## config.mk

```make
export PLATFORM = sky130hd
export DESIGN_NAME = limit_status_alert_logic
export DESIGN_NICKNAME = d
export VERILOG_FILES = /design/src/core/limit_status_pkg.sv /design/src/core/limit_status_alert_logic.sv
export SDC_FILE = /design/constraint.sdc
export NUM_CORES = 1
export LEC_CHECK = 0
export BUFFER_PORTS_ARGS = -buffer_cell sky130_fd_sc_hd__buf_2
export CAP_MARGIN = 20
export CORE_MARGIN = 5
export CORE_UTILIZATION = 55
export CTS_CLUSTER_DIAMETER = 120
export DETAILED_ROUTE_END_ITERATION = 10
export PLACE_DENSITY_LB_ADDON = 0.05
export SYNTH_ARGS = -nofsm -noshare
export SYNTH_HDL_FRONTEND = slang
export SYNTH_SLANG_ARGS = --single-unit
```

## constraint.sdc

```tcl
create_clock -name mclk -period 2.54 [get_ports mclk]
set_clock_uncertainty 0.1 [all_clocks]
set_input_delay 0.508 -clock mclk [delete_from_list [all_inputs] [get_ports mclk]]
set_output_delay 0.508 -clock mclk [all_outputs]
set_load 0.01 [all_outputs]
```

## src/core/limit_status_pkg.sv

```systemverilog
// Register map, field layout, reset values and timing for limit_status_alert_logic.
// Assumes an SMBus slave outside that turns bus cycles into one-cycle strobes.
package limit_status_pkg;

  // Register offsets
  localparam logic [7:0] CONFIG1_ADDR        = 8'h01;
  localparam logic [7:0] MASK1_ADDR          = 8'h08;
  localparam logic [7:0] MASK2_ADDR          = 8'h09;
  localparam logic [7:0] MASK3_ADDR          = 8'h0a;
  localparam logic [7:0] LOCAL_HIGH_ADDR     = 8'h0b;
  localparam logic [7:0] LOCAL_LOW_ADDR      = 8'h0c;
  localparam logic [7:0] LOCAL_THERMAL_ADDR  = 8'h0d;
  localparam logic [7:0] REMOTE_HIGH_ADDR    = 8'h0e;
  localparam logic [7:0] REMOTE_LOW_ADDR     = 8'h0f;
  localparam logic [7:0] REMOTE_THERMAL_ADDR = 8'h10;
  localparam logic [7:0] TIMER_LIMIT_ADDR    = 8'h19;
  localparam logic [7:0] LOCAL_VALUE_ADDR    = 8'h41;
  localparam logic [7:0] REMOTE_VALUE_ADDR   = 8'h43;
  localparam logic [7:0] TEMP_STATUS_ADDR    = 8'h4f;
  localparam logic [7:0] THERMAL_PIN_STATUS_ADDR   = 8'h50;
  localparam logic [7:0] FAN_STATUS_ADDR     = 8'h51;

  // Reset values
  localparam logic [7:0] HIGH_LIMIT_RST    = 8'h8b;
  localparam logic [7:0] LOW_LIMIT_RST     = 8'h54;
  localparam logic [7:0] THERMAL_LIMIT_RST = 8'h95;
  localparam logic [7:0] TIMER_LIMIT_RST   = 8'hff;
  localparam logic [7:0] CONFIG1_RST       = 8'h01;
  localparam logic [7:0] MASK_RST          = 8'h00;
  localparam logic [7:0] VALUE_RST         = 8'h00;

  // Field positions
  localparam int RUN_BIT         = 0;
  localparam int LOCAL_HIGH_BIT  = 7;
  localparam int LOCAL_LOW_BIT   = 6;
  localparam int REMOTE_HIGH_BIT = 5;
  localparam int REMOTE_LOW_BIT  = 4;
  localparam int DIODE_ERR_BIT   = 3;
  localparam int LOCAL_THERMAL_PIN_BIT = 7;
  localparam int REMOTE_THERMAL_PIN_BIT = 6;
  localparam int TIMER_HIT_BIT   = 4;
  localparam int THERMAL_PIN_ASSERT_BIT = 3;
  localparam int PIN_ACTIVE_BIT  = 2;
  localparam int FAN_STALL_BIT   = 7;
  localparam int FAN_ALARM_BIT   = 6;
  localparam int ALERT_LOW_BIT   = 0;

  // Implemented status bits; the rest read as zero, except the alert bit of fan status
  localparam logic [7:0] TEMP_STATUS_USED  = 8'hf8;
  localparam logic [7:0] THERMAL_PIN_STATUS_USED = 8'hdc;
  localparam logic [7:0] FAN_STATUS_USED   = 8'hc0;

  // Conversion timing
  localparam int CLK_HZ         = 100_000_000;
  localparam int LOCAL_CONV_MS  = 11;
  localparam int REMOTE_CONV_MS = 32;
  localparam int LOCAL_CONV_CYC  = LOCAL_CONV_MS * (CLK_HZ / 1000);
  localparam int REMOTE_CONV_CYC = REMOTE_CONV_MS * (CLK_HZ / 1000);

  // Round-robin sequencer, Gray along idle -> local -> remote
  typedef enum logic [1:0] {
    SEQ_IDLE   = 2'b00,
    SEQ_LOCAL  = 2'b01,
    SEQ_REMOTE = 2'b11
  } seq_state_t;

  // One register access from the bus slave
  typedef struct packed {
    logic       wr;
    logic       rd;
    logic [7:0] addr;
    logic [7:0] wdata;
  } reg_req_t;

  // Live conditions from the front end and fan logic
  typedef struct packed {
    logic [7:0] adc_value;
    logic       diode_fault;
    logic       thermal_timer_hit;
    logic       thermal_asserted;
    logic       thermal_pin;
    logic       fan_stall;
    logic       fan_alarm;
  } sense_t;

endpackage

```

## src/core/limit_status_alert_logic.sv

```systemverilog
// Limit comparison, sticky status, masks and both alert outputs.
// Assumes a bus slave delivering one-cycle register strobes and a
// front end whose conversion result is valid at the end of each slot.
//
// Function
// - High violation when value at or above limit
// - Low violation only when value below limit
// - Per-channel high, low, thermal limits with resets
// - Round robin, status updated after each comparison
// - Run bit starts or stops monitoring
// - Store each result in its value register
// - Local slot 11 ms, remote 32 ms
// - Restart round robin after cycle elapses
// - Fan conditions tracked independent of temperature
// - Status one means out of limit
// - Sticky until in limit, then read/ARA
// - Status bit shows bus alert driven low
// - Comparator alert follows unmasked live conditions; pin active counts even when masked
// - Bus alert latched, needs software to release
// - Masks gate alerts, not status bits; the pin-active mask gates only the bus alert
// - Temperature status field layout
// - Thermal status field layout
// - Pin-active bit clears on read if inactive
// - Fan stall and alarm status bits
// - Bus alert low until in limit and cleared
// - Mask bit one suppresses its source; comparator ignores the pin-active mask bit
`timescale 1ns/100ps
`default_nettype none

module limit_status_alert_logic #(
  parameter int LOCAL_CONV_CYCLES  = limit_status_pkg::LOCAL_CONV_CYC,
  parameter int REMOTE_CONV_CYCLES = limit_status_pkg::REMOTE_CONV_CYC
) (
  // Clock and reset
  input  wire logic                       mclk,
  input  wire logic                       reset,
  // Register access
  input  wire limit_status_pkg::reg_req_t reg_req,
  output logic [7:0]                      reg_rdata,
  input  wire logic                       ara_done,
  // Front end and fan conditions
  input  wire limit_status_pkg::sense_t   sense,
  output logic                            adc_start,
  output logic                            adc_remote,
  // Alert pins
  output logic                            smb_alert_n,
  output logic                            comp_alert_n
);

  localparam int CNT_W = 23;

  // Elaboration check: the slot counter must hold both slot lengths
  if (LOCAL_CONV_CYCLES < 1 || REMOTE_CONV_CYCLES < 1 ||
      LOCAL_CONV_CYCLES >= (1 << CNT_W) ||
      REMOTE_CONV_CYCLES >= (1 << CNT_W)) begin : g_bad_cycles
    $error("conversion cycle counts out of range");
  end

  localparam logic [CNT_W-1:0] LOCAL_LAST  = CNT_W'(LOCAL_CONV_CYCLES - 1);
  localparam logic [CNT_W-1:0] REMOTE_LAST = CNT_W'(REMOTE_CONV_CYCLES - 1);

  // Configuration and limit registers
  logic [7:0] config1_r, config1_nxt;
  logic [7:0] mask1_r, mask1_nxt;
  logic [7:0] mask2_r, mask2_nxt;
  logic [7:0] mask3_r, mask3_nxt;
  logic [7:0] local_high_limit_r, local_high_limit_nxt;
  logic [7:0] local_low_limit_r, local_low_limit_nxt;
  logic [7:0] local_thermal_limit_r, local_thermal_limit_nxt;
  logic [7:0] remote_high_limit_r, remote_high_limit_nxt;
  logic [7:0] remote_low_limit_r, remote_low_limit_nxt;
  logic [7:0] remote_thermal_limit_r, remote_thermal_limit_nxt;
  logic [7:0] thermal_timer_limit_r, thermal_timer_limit_nxt;

  // Sequencer, values, live conditions, sticky status
  limit_status_pkg::seq_state_t state_r, state_nxt;
  logic [CNT_W-1:0] cnt_r, cnt_nxt;
  logic             start_r, start_nxt;
  logic [7:0]       local_value_r, local_value_nxt;
  logic [7:0]       remote_value_r, remote_value_nxt;
  logic [7:0]       cond1_r, cond1_nxt;
  logic [7:0]       cond2_r, cond2_nxt;
  logic [7:0]       cond3_r, cond3_nxt;
  logic [7:0]       temp_status_r, temp_status_nxt;
  logic [7:0]       thermal_status_r, thermal_status_nxt;
  logic [7:0]       fan_alert_status_r, fan_alert_status_nxt;
  logic             smb_alert_n_r, smb_alert_n_nxt;
  logic             comp_alert_n_r, comp_alert_n_nxt;
  logic [7:0]       rdata_r, rdata_nxt;

  logic run;
  logic slot_end;
  assign run      = config1_r[limit_status_pkg::RUN_BIT];
  assign slot_end = (state_r == limit_status_pkg::SEQ_LOCAL &&
                     cnt_r == LOCAL_LAST) ||
                    (state_r == limit_status_pkg::SEQ_REMOTE &&
                     cnt_r == REMOTE_LAST);

  // Register writes; writes to read-only or unmapped offsets are dropped
  always_comb begin
    config1_nxt              = config1_r;
    mask1_nxt                = mask1_r;
    mask2_nxt                = mask2_r;
    mask3_nxt                = mask3_r;
    local_high_limit_nxt     = local_high_limit_r;
    local_low_limit_nxt      = local_low_limit_r;
    local_thermal_limit_nxt  = local_thermal_limit_r;
    remote_high_limit_nxt    = remote_high_limit_r;
    remote_low_limit_nxt     = remote_low_limit_r;
    remote_thermal_limit_nxt = remote_thermal_limit_r;
    thermal_timer_limit_nxt  = thermal_timer_limit_r;
    if (reg_req.wr) begin
      case (reg_req.addr)
        limit_status_pkg::CONFIG1_ADDR:        config1_nxt = reg_req.wdata;
        limit_status_pkg::MASK1_ADDR:          mask1_nxt = reg_req.wdata;
        limit_status_pkg::MASK2_ADDR:          mask2_nxt = reg_req.wdata;
        limit_status_pkg::MASK3_ADDR:          mask3_nxt = reg_req.wdata;
        limit_status_pkg::LOCAL_HIGH_ADDR:     local_high_limit_nxt = reg_req.wdata;
        limit_status_pkg::LOCAL_LOW_ADDR:      local_low_limit_nxt = reg_req.wdata;
        limit_status_pkg::LOCAL_THERMAL_ADDR:  local_thermal_limit_nxt = reg_req.wdata;
        limit_status_pkg::REMOTE_HIGH_ADDR:    remote_high_limit_nxt = reg_req.wdata;
        limit_status_pkg::REMOTE_LOW_ADDR:     remote_low_limit_nxt = reg_req.wdata;
        limit_status_pkg::REMOTE_THERMAL_ADDR: remote_thermal_limit_nxt = reg_req.wdata;
        limit_status_pkg::TIMER_LIMIT_ADDR:    thermal_timer_limit_nxt = reg_req.wdata;
        default: ;
      endcase
    end
  end

  // Configuration and limit flops
  always_ff @(posedge mclk) begin
    if (reset) begin
      config1_r              <= limit_status_pkg::CONFIG1_RST;
      mask1_r                <= limit_status_pkg::MASK_RST;
      mask2_r                <= limit_status_pkg::MASK_RST;
      mask3_r                <= limit_status_pkg::MASK_RST;
      local_high_limit_r     <= limit_status_pkg::HIGH_LIMIT_RST;
      local_low_limit_r      <= limit_status_pkg::LOW_LIMIT_RST;
      local_thermal_limit_r  <= limit_status_pkg::THERMAL_LIMIT_RST;
      remote_high_limit_r    <= limit_status_pkg::HIGH_LIMIT_RST;
      remote_low_limit_r     <= limit_status_pkg::LOW_LIMIT_RST;
      remote_thermal_limit_r <= limit_status_pkg::THERMAL_LIMIT_RST;
      thermal_timer_limit_r  <= limit_status_pkg::TIMER_LIMIT_RST;
    end else begin
      config1_r              <= config1_nxt;
      mask1_r                <= mask1_nxt;
      mask2_r                <= mask2_nxt;
      mask3_r                <= mask3_nxt;
      local_high_limit_r     <= local_high_limit_nxt;
      local_low_limit_r      <= local_low_limit_nxt;
      local_thermal_limit_r  <= local_thermal_limit_nxt;
      remote_high_limit_r    <= remote_high_limit_nxt;
      remote_low_limit_r     <= remote_low_limit_nxt;
      remote_thermal_limit_r <= remote_thermal_limit_nxt;
      thermal_timer_limit_r  <= thermal_timer_limit_nxt;
    end
  end

  // Round robin: local slot, remote slot, back to local
  always_comb begin
    state_nxt = state_r;
    cnt_nxt   = cnt_r + CNT_W'(1);
    start_nxt = 1'b0;
    case (state_r)
      limit_status_pkg::SEQ_IDLE: begin
        cnt_nxt = '0;
        if (run) begin
          state_nxt = limit_status_pkg::SEQ_LOCAL;
          start_nxt = 1'b1;
        end
      end
      limit_status_pkg::SEQ_LOCAL: begin
        if (cnt_r == LOCAL_LAST) begin
          cnt_nxt   = '0;
          state_nxt = limit_status_pkg::SEQ_REMOTE;
          start_nxt = 1'b1;
        end
      end
      limit_status_pkg::SEQ_REMOTE: begin
        if (cnt_r == REMOTE_LAST) begin
          cnt_nxt   = '0;
          state_nxt = limit_status_pkg::SEQ_LOCAL;
          start_nxt = 1'b1;
        end
      end
      default: begin
        state_nxt = limit_status_pkg::SEQ_IDLE;
        cnt_nxt   = '0;
      end
    endcase
    // Stop takes effect at once; a slot in flight is abandoned
    if (!run) begin
      state_nxt = limit_status_pkg::SEQ_IDLE;
      cnt_nxt   = '0;
      start_nxt = 1'b0;
    end
  end

  // Result capture and comparison at the end of each slot
  always_comb begin
    local_value_nxt  = local_value_r;
    remote_value_nxt = remote_value_r;
    cond1_nxt        = cond1_r;
    cond2_nxt        = cond2_r;
    cond3_nxt        = '0;
    if (slot_end && state_r == limit_status_pkg::SEQ_LOCAL) begin
      local_value_nxt = sense.adc_value;
      cond1_nxt[limit_status_pkg::LOCAL_HIGH_BIT] =
        sense.adc_value >= local_high_limit_r;
      cond1_nxt[limit_status_pkg::LOCAL_LOW_BIT] =
        sense.adc_value < local_low_limit_r;
      cond2_nxt[limit_status_pkg::LOCAL_THERMAL_PIN_BIT] =
        sense.adc_value >= local_thermal_limit_r;
    end
    if (slot_end && state_r == limit_status_pkg::SEQ_REMOTE) begin
      remote_value_nxt = sense.adc_value;
      cond1_nxt[limit_status_pkg::REMOTE_HIGH_BIT] =
        sense.adc_value >= remote_high_limit_r;
      cond1_nxt[limit_status_pkg::REMOTE_LOW_BIT] =
        sense.adc_value < remote_low_limit_r;
      cond1_nxt[limit_status_pkg::DIODE_ERR_BIT] = sense.diode_fault;
      cond2_nxt[limit_status_pkg::REMOTE_THERMAL_PIN_BIT] =
        sense.adc_value >= remote_thermal_limit_r;
    end
    // Thermal and fan conditions are live, not tied to slots
    cond2_nxt[limit_status_pkg::TIMER_HIT_BIT]    = sense.thermal_timer_hit;
    cond2_nxt[limit_status_pkg::THERMAL_PIN_ASSERT_BIT] = sense.thermal_asserted;
    cond2_nxt[limit_status_pkg::PIN_ACTIVE_BIT]   = sense.thermal_pin;
    cond3_nxt[limit_status_pkg::FAN_STALL_BIT]    = sense.fan_stall;
    cond3_nxt[limit_status_pkg::FAN_ALARM_BIT]    = sense.fan_alarm;
  end

  // Sticky status: set every cycle the condition holds, so set beats clear
  logic rd_temp, rd_thermal_pin, rd_fan;
  logic [7:0] unmasked1, unmasked2, unmasked3;
  logic smb_src, comp_src;
  assign rd_temp  = reg_req.rd &&
                    reg_req.addr == limit_status_pkg::TEMP_STATUS_ADDR;
  assign rd_thermal_pin = reg_req.rd &&
                    reg_req.addr == limit_status_pkg::THERMAL_PIN_STATUS_ADDR;
  assign rd_fan   = reg_req.rd &&
                    reg_req.addr == limit_status_pkg::FAN_STATUS_ADDR;

  always_comb begin
    temp_status_nxt      = temp_status_r;
    thermal_status_nxt   = thermal_status_r;
    fan_alert_status_nxt = fan_alert_status_r;
    if (rd_temp || ara_done) begin
      temp_status_nxt = temp_status_r & cond1_r;
    end
    if (rd_thermal_pin || ara_done) begin
      thermal_status_nxt = thermal_status_r & cond2_r;
    end
    if (rd_fan || ara_done) begin
      fan_alert_status_nxt = fan_alert_status_r & cond3_r;
    end
    temp_status_nxt = (temp_status_nxt | cond1_r) &
                      limit_status_pkg::TEMP_STATUS_USED;
    thermal_status_nxt = (thermal_status_nxt | cond2_r) &
                         limit_status_pkg::THERMAL_PIN_STATUS_USED;
    fan_alert_status_nxt = (fan_alert_status_nxt | cond3_r) &
                           limit_status_pkg::FAN_STATUS_USED;
  end

  // Alert sources; masks never touch the status bits themselves
  assign unmasked1 = temp_status_r & ~mask1_r;
  assign unmasked2 = thermal_status_r & ~mask2_r;
  assign unmasked3 = fan_alert_status_r & ~mask3_r;
  assign smb_src   = |{unmasked1, unmasked2, unmasked3};
  // Comparator ignores the pin-active mask, so that bit always counts
  assign comp_src  = |{cond1_r & ~mask1_r,
                       cond2_r & ~(mask2_r &
                         ~(8'h01 << limit_status_pkg::PIN_ACTIVE_BIT)),
                       cond3_r & ~mask3_r};

  always_comb begin
    smb_alert_n_nxt  = ~smb_src;
    comp_alert_n_nxt = ~comp_src;
  end

  // Read data, registered; status reads show the value before clearing
  always_comb begin
    case (reg_req.addr)
      limit_status_pkg::CONFIG1_ADDR:        rdata_nxt = config1_r;
      limit_status_pkg::MASK1_ADDR:          rdata_nxt = mask1_r;
      limit_status_pkg::MASK2_ADDR:          rdata_nxt = mask2_r;
      limit_status_pkg::MASK3_ADDR:          rdata_nxt = mask3_r;
      limit_status_pkg::LOCAL_HIGH_ADDR:     rdata_nxt = local_high_limit_r;
      limit_status_pkg::LOCAL_LOW_ADDR:      rdata_nxt = local_low_limit_r;
      limit_status_pkg::LOCAL_THERMAL_ADDR:  rdata_nxt = local_thermal_limit_r;
      limit_status_pkg::REMOTE_HIGH_ADDR:    rdata_nxt = remote_high_limit_r;
      limit_status_pkg::REMOTE_LOW_ADDR:     rdata_nxt = remote_low_limit_r;
      limit_status_pkg::REMOTE_THERMAL_ADDR: rdata_nxt = remote_thermal_limit_r;
      limit_status_pkg::TIMER_LIMIT_ADDR:    rdata_nxt = thermal_timer_limit_r;
      limit_status_pkg::LOCAL_VALUE_ADDR:    rdata_nxt = local_value_r;
      limit_status_pkg::REMOTE_VALUE_ADDR:   rdata_nxt = remote_value_r;
      limit_status_pkg::TEMP_STATUS_ADDR:    rdata_nxt = temp_status_r;
      limit_status_pkg::THERMAL_PIN_STATUS_ADDR:   rdata_nxt = thermal_status_r;
      limit_status_pkg::FAN_STATUS_ADDR: begin
        rdata_nxt = fan_alert_status_r;
        rdata_nxt[limit_status_pkg::ALERT_LOW_BIT] = ~smb_alert_n_r;
      end
      default:                               rdata_nxt = 8'h00;
    endcase
    if (!reg_req.rd) begin
      rdata_nxt = rdata_r;
    end
  end

  // Sequencer, status and output flops
  always_ff @(posedge mclk) begin
    if (reset) begin
      state_r            <= limit_status_pkg::SEQ_IDLE;
      cnt_r              <= '0;
      start_r            <= 1'b0;
      local_value_r      <= limit_status_pkg::VALUE_RST;
      remote_value_r     <= limit_status_pkg::VALUE_RST;
      cond1_r            <= 8'h00;
      cond2_r            <= 8'h00;
      cond3_r            <= 8'h00;
      temp_status_r      <= 8'h00;
      thermal_status_r   <= 8'h00;
      fan_alert_status_r <= 8'h00;
      smb_alert_n_r      <= 1'b1;
      comp_alert_n_r     <= 1'b1;
      rdata_r            <= 8'h00;
    end else begin
      state_r            <= state_nxt;
      cnt_r              <= cnt_nxt;
      start_r            <= start_nxt;
      local_value_r      <= local_value_nxt;
      remote_value_r     <= remote_value_nxt;
      cond1_r            <= cond1_nxt;
      cond2_r            <= cond2_nxt;
      cond3_r            <= cond3_nxt;
      temp_status_r      <= temp_status_nxt;
      thermal_status_r   <= thermal_status_nxt;
      fan_alert_status_r <= fan_alert_status_nxt;
      smb_alert_n_r      <= smb_alert_n_nxt;
      comp_alert_n_r     <= comp_alert_n_nxt;
      rdata_r            <= rdata_nxt;
    end
  end

  // Outputs from flops; adc_remote is decoded from the state flops
  assign reg_rdata    = rdata_r;
  assign adc_start    = start_r;
  assign adc_remote   = (state_r == limit_status_pkg::SEQ_REMOTE);
  assign smb_alert_n  = smb_alert_n_r;
  assign comp_alert_n = comp_alert_n_r;

endmodule

`default_nettype wire

```

==> flow_metrics.tcl, run 1 <==
set metrics [dict create \
    antenna_found_initial 0 \
    relSlewSlack 0.558 \
    cts_buffers 17 \
    start_kind "input port" \
    layout_setup_ws_ns 0.363 \
    vias 7800 \
    final_common_cell "dfxtp_1" \
    num_antenna_cells 0 \
    yosysTopAreaCell "dfxtp_1" \
    h-tree-depth 4 \
    drv_slew 0 \
    setup_viol 0 \
    postCtsHoldBufs 0 \
    drc 0 \
    grt_max_degree 87 \
    cp.arrival_ns 2.37 \
    synth-edff-count 0 \
    yosysWarnings 0 \
    setup_tns_ns 0 \
    grt-busiest-layer "met2" \
    rsz0062_at_grt "no" \
    final_antenna_net_count 0 \
    power.total_mw 5.51 \
    max_clock_freq_mhz 459 \
    clock_path_buffers 2 \
    gp_congestion 0.991 \
    ys_seq_elements 164 \
    hold_viol 0 \
    stdcell_count 1285 \
    status "finished, final reports clean" \
    design_area_mm2 0.00977 \
    post-place-ws_ns 0.0114 \
    root_buffer "clkbuf_16" \
    fin_nets 1143 \
    cts_tree "built" \
    syn_area_mm2 0.00862 \
    critPathCaptureType "register" \
    port_buffers 46 \
    cp_max_fo 12 \
    final_cell_mix "164 x dfxtp_1, 136 x nor2_1, 79 x nand2_1" \
    postCtsSetupBuffers 0 \
    avgSynthCellArea_um2 8.52 \
    wirelength_mm 27.9 \
    layout-drive-gt1-share 0.142 \
    netlist.area_leader.share 0.381 \
    synth.distinct_cells 72 \
    power_density_mw_per_mm2 564 \
    p_leak_nw 4.25 \
    postSynthCellCount 1011 \
    area_growth_pct 13.4 \
    core-area_mm2 0.0153 \
    period_minus_slack_ns 2.18 \
    clk_latency_ns 0.43 \
    cts.repair.resized 0 \
    grt_use_total 0.309 \
    routed_via_density 6.07 \
    ir_drop_mv 0.484 \
    use_met1 0.448 \
    start_util 0.563 \
    ys_top_cells_by_area "dfxtp_1 38%, mux2i_1 6.9%, ha_1 6.8%, nor2_1 5.9%, a21oi_1 3.5%" \
    dieArea_mm2 0.0183 \
    cts.sinks 164 \
    grt-ovfl-total 0 \
    wl_per_cell_um 21.7 \
    synthFlopType "dfxtp_1" \
    dp.cells 1253 \
    cts.clk_slew.worst_paths_ns 0.07 \
    ys_seq_area_frac 0.381 \
    drv_cap 0 \
    min_period_over_period 0.857 \
    dp_hpwl_mm 20.9 \
    post_dp_cell_area_mm2 0.00921 \
    async_reset_ff_frac 0 \
    grt_pass1_wl_mm 42.7 \
    io_pins 47 \
    use_met3 0.0706 \
    chipWidth_um 135 \
    hold_path.class "in -> reg" \
    tightest_slew_ns 0.660 \
    path_class "in -> reg" \
    grt_util_met2 0.464 \
    worstPathRequired_ns 2.73 \
    grt_pass1_vias 7190 \
    dr.first_iter.drc_count 712 \
    drtPass1Iterations 5 \
    rows 45 \
    syn_nets 1093 \
    fp.dieH_um 135 \
]
-- final cells by class --
cell class / instances / area, µm²
fill: 1393 / 5550
multi-input combinational: 711 / 4760
sequential: 164 / 3280
timing repair buffer: 94 / 631
clock buffer: 20 / 457
inverter: 73 / 274
tap: 211 / 264
clock inverter: 12 / 98.8
-- Yosys cell counts (14+ instances only) --
library cell / count
ha_1: 47
mux2i_1: 59
dfxtp_1: 164
a21oi_1: 61
nand2_1: 79
nor2_1: 136
nand3b_1: 14
o21ai_0: 14
xor2_1: 16
a22oi_1: 17
buf_2: 18
nand4_1: 18
inv_1: 73
clkbuf_1: 37
nand3_1: 40
a211o_1: 19
-- where the power goes --
group          internal [mW]  switching, mW
Sequential              2.59         0.0139
Combinational          0.157          0.288
Clock                   1.32           1.14
-- per-stage QoR --
step | hold WS, ns | utilization
after global placement | 0.342 | 0.601
after CTS | 0.165 | 0.638
after floorplan | 0.328 | -
after global routing | 0.185 | 0.638
after detailed placement | 0.356 | 0.601
final | 0.178 | 0.638
-- kinds of logic (layout without fill, tap and decap cells) --
family / after synthesis / count (layout) / share of synthesized area
flip-flops: 164 / 164 / 0.381
adder cells (fa/ha/maj): 47 / 47 / 0.0682
AO/OA/AOI/OAI: 200 / 200 / 0.162
multiplexers: 67 / 67 / 0.0803
XOR/XNOR: 21 / 21 / 0.0213
buffers and inverters: 136 / 199 / 0.0671
AND/OR/NAND/NOR: 376 / 376 / 0.220
-- flip-flops by register name, summed over array words and instances, names as in the netlist, 5 cells and up --
name	count
remote_thermal_limit_r	8
thermal_timer_limit_r	8
local_high_limit_r	8
remote_low_limit_r	8
local_low_limit_r	8
mask3_r	8
remote_value_r	8
cond1_r	5
config1_r	8
temp_status_r	5
thermal_status_r	5
cnt_r	23
remote_high_limit_r	8
mask2_r	8
local_value_r	8
mask1_r	8
cond2_r	5
reg_rdata	8
local_thermal_limit_r	8
-- final timing paths --
kind | end | slack [ns] | depth (start not counted) | start
min | cond3_r[6]$_SDFF_PP0_ | 0.18 | 2 | sense[0]
max reg2reg | local_value_r[0]$_SDFFE_PP0P_ | 0.38 | 7 | cnt_r[0]$_SDFF_PP0_
min reg2reg | remote_value_r[3]$_SDFFE_PP0P_ | 0.37 | 2 | remote_value_r[3]$_SDFFE_PP0P_
max | reg_rdata[7]$_SDFFE_PP0P_ | 0.36 | 7 | reg_req[14]
-- worst max-delay path, cell delays in order --
cell,delay (ns)
buf_2,0.24
nor4_2,0.06
buf_4,0.18
and2_1,0.21
a2111o_1,0.44
nor4_1,0.58
a2111oi_2,0.15
-- routing by layer --
metal,share of wire,vias to the layer above
met3,0.090,51
met5,0,-
met4,0.024,0
met2,0.43,364
met1,0.45,3705
li1,-,3680
Note: power is estimated with default switching activity, not from simulation.
==> inputs of run 2 (changes only) <==
clock period = 2 ns   (was 2.54 ns; I/O delays follow)
==> run 2 against run 1 <==
Effect of this change:
- total power up 36%
- wire length grew 2.3%
- critical path depth fell by 1
- worst hold slack lost 0.11 ns
- cell count up 6.5%
- final area grew 7.9%
- combinational power up 46%
- via count rose by 4.2%
- flip-flop and latch count is the same
- first-iteration DRC count rose by 21%
- global-route usage is 0.43 points higher
- die area unchanged
- critical path type is now reg -> reg
- largest power group is now clock
==> flow_metrics.tcl, run 2 (synthesized netlist as in run 1, its figures left out) <==
set metrics [dict create \
    status "finished, final reports clean" \
    wirelength_mm 28.5 \
    start_kind "register" \
    cts_tree "built" \
    cts_buffers 17 \
    rsz0062_at_grt "no" \
    port_buffers 46 \
    hold_viol 0 \
    area_growth_pct 22.3 \
    register_area_mm2 0.00328 \
    worstPathRequired_ns 2.28 \
    period_minus_slack_ns 1.90 \
    grt_pass1_vias 7384 \
    dieArea_mm2 0.0183 \
    power_density_mw_per_mm2 710 \
    grt_use_total 0.313 \
    io_pins 47 \
    h-tree-depth 4 \
    grt_max_degree 81 \
    final_cell_mix "164 x dfxtp_1, 136 x nor2_1, 124 x buf_4" \
    path_class "reg -> reg" \
    rows 45 \
    drc 0 \
    clk_latency_ns 0.44 \
    multi_input_area_mm2 0.00478 \
    gp_congestion 1.00 \
    dp_hpwl_mm 21.6 \
    start_util 0.563 \
    largest_register_ffs 23 \
    cts.clk_slew.worst_paths_ns 0.07 \
    stdcell_count 1368 \
    fin_nets 1226 \
    root_buffer "clkbuf_16" \
    drtPass1Iterations 6 \
    critPathCaptureType "register" \
    ir_drop_mv 0.649 \
    vias 8125 \
    grt_pass1_wl_mm 43.4 \
    drv_cap 0 \
    relSlewSlack 0.564 \
    rrSetupSlack_ns 0.10 \
    tightest_slew_ns 0.651 \
    num-fill-cells 1331 \
    postCtsHoldBufs 0 \
    layout-drive-gt1-share 0.208 \
    postCtsSetupBuffers 0 \
    final_antenna_net_count 0 \
    dr.first_iter.drc_count 864 \
    grt-ovfl-total 0 \
    cp.arrival_ns 2.18 \
    fp.dieH_um 135 \
    num_antenna_cells 0 \
    clock_path_buffers 2 \
    wl_per_cell_um 20.9 \
    cts.sinks 164 \
    core-area_mm2 0.0153 \
    setup_viol 0 \
    top_register "cnt_r" \
    chipWidth_um 135 \
    antenna_found_initial 0 \
    cp_max_fo 3 \
    drv_slew 0 \
    p_leak_nw 4.73 \
    post-route-util 0.688 \
    max_clock_freq_mhz 527 \
    dp.cells 1336 \
    routed_via_density 5.94 \
    hold_path.class "in -> reg" \
    min_period_over_period 0.949 \
    final_common_cell "dfxtp_1" \
]
## run 2: cell type report
cell class	count	share of cell area
Multi-Input combinational cell	711	0.453
Sequential cell	164	0.311
Timing Repair Buffer	177	0.124
Clock buffer	18	0.0417
Inverter	73	0.0260
Tap cell	211	0.0250
Clock inverter	14	0.0185
## run 2: stage by stage
stage               hold WS, ns  TNS [ns]  cell area, µm²  setup WS [ns]  total power, mW
floorplan                 0.328         0            8620         0.0121             3.69
global route             0.0767         0           10500         0.0206             7.69
finish                   0.0648         0           10500          0.101             7.48
global placement          0.342     -8.36            9880         -0.148             4.01
CTS                      0.0701         0           10500        0.00717             7.48
detailed placement        0.348     -8.34            9880         -0.150             4.01
## run 2: layer usage
metal / GRT usage / vias up / share of wire / wire (µm)
met4: 0.0929 / 0 / 0.027 / 783
met1: 0.450 / 3837 / 0.44 / 12600
met5: 0 / - / 0 / 0
li1: - / 3851 / - / -
met2: 0.475 / 380 / 0.44 / 12500
met3: 0.0661 / 57 / 0.095 / 2720
## run 2: where the power goes
part	switching, mW	internal (mW)	leakage, nW	total, mW
combinational	0.385	0.263	3.10	0.648
clock	1.49	2.04	0.306	3.53
sequential	0.0191	3.29	1.33	3.31
total	1.89	5.59	4.73	7.48
## run 2: worst max-delay path, stage by stage, from the launching register on
cell	delay, ns
dfxtp_1	0.41
inv_1	0.06
ha_1	0.27
a21o_1	0.18
a211oi_1	0.45
o211ai_1	0.20
a21oi_1	0.17
## run 2: path summary, 6_finish.rpt
path | startpoint | end | cells after the start
setup / recovery | remote_low_limit_r[1]$_SDFFE_PP0P_ | cond1_r[4]$_SDFFE_PP0P_ | 6
setup reg to reg | remote_low_limit_r[1]$_SDFFE_PP0P_ | cond1_r[4]$_SDFFE_PP0P_ | 6
hold reg to reg | remote_value_r[0]$_SDFFE_PP0P_ | remote_value_r[0]$_SDFFE_PP0P_ | 2
hold / removal | sense[2] | cond2_r[2]$_SDFF_PP0_ | 2
## run 2: what timing repair did
item	4_1_cts	5_1_grt
resized for setup	2	5
endpoints found under the setup margin	7	8
cloned	0	0
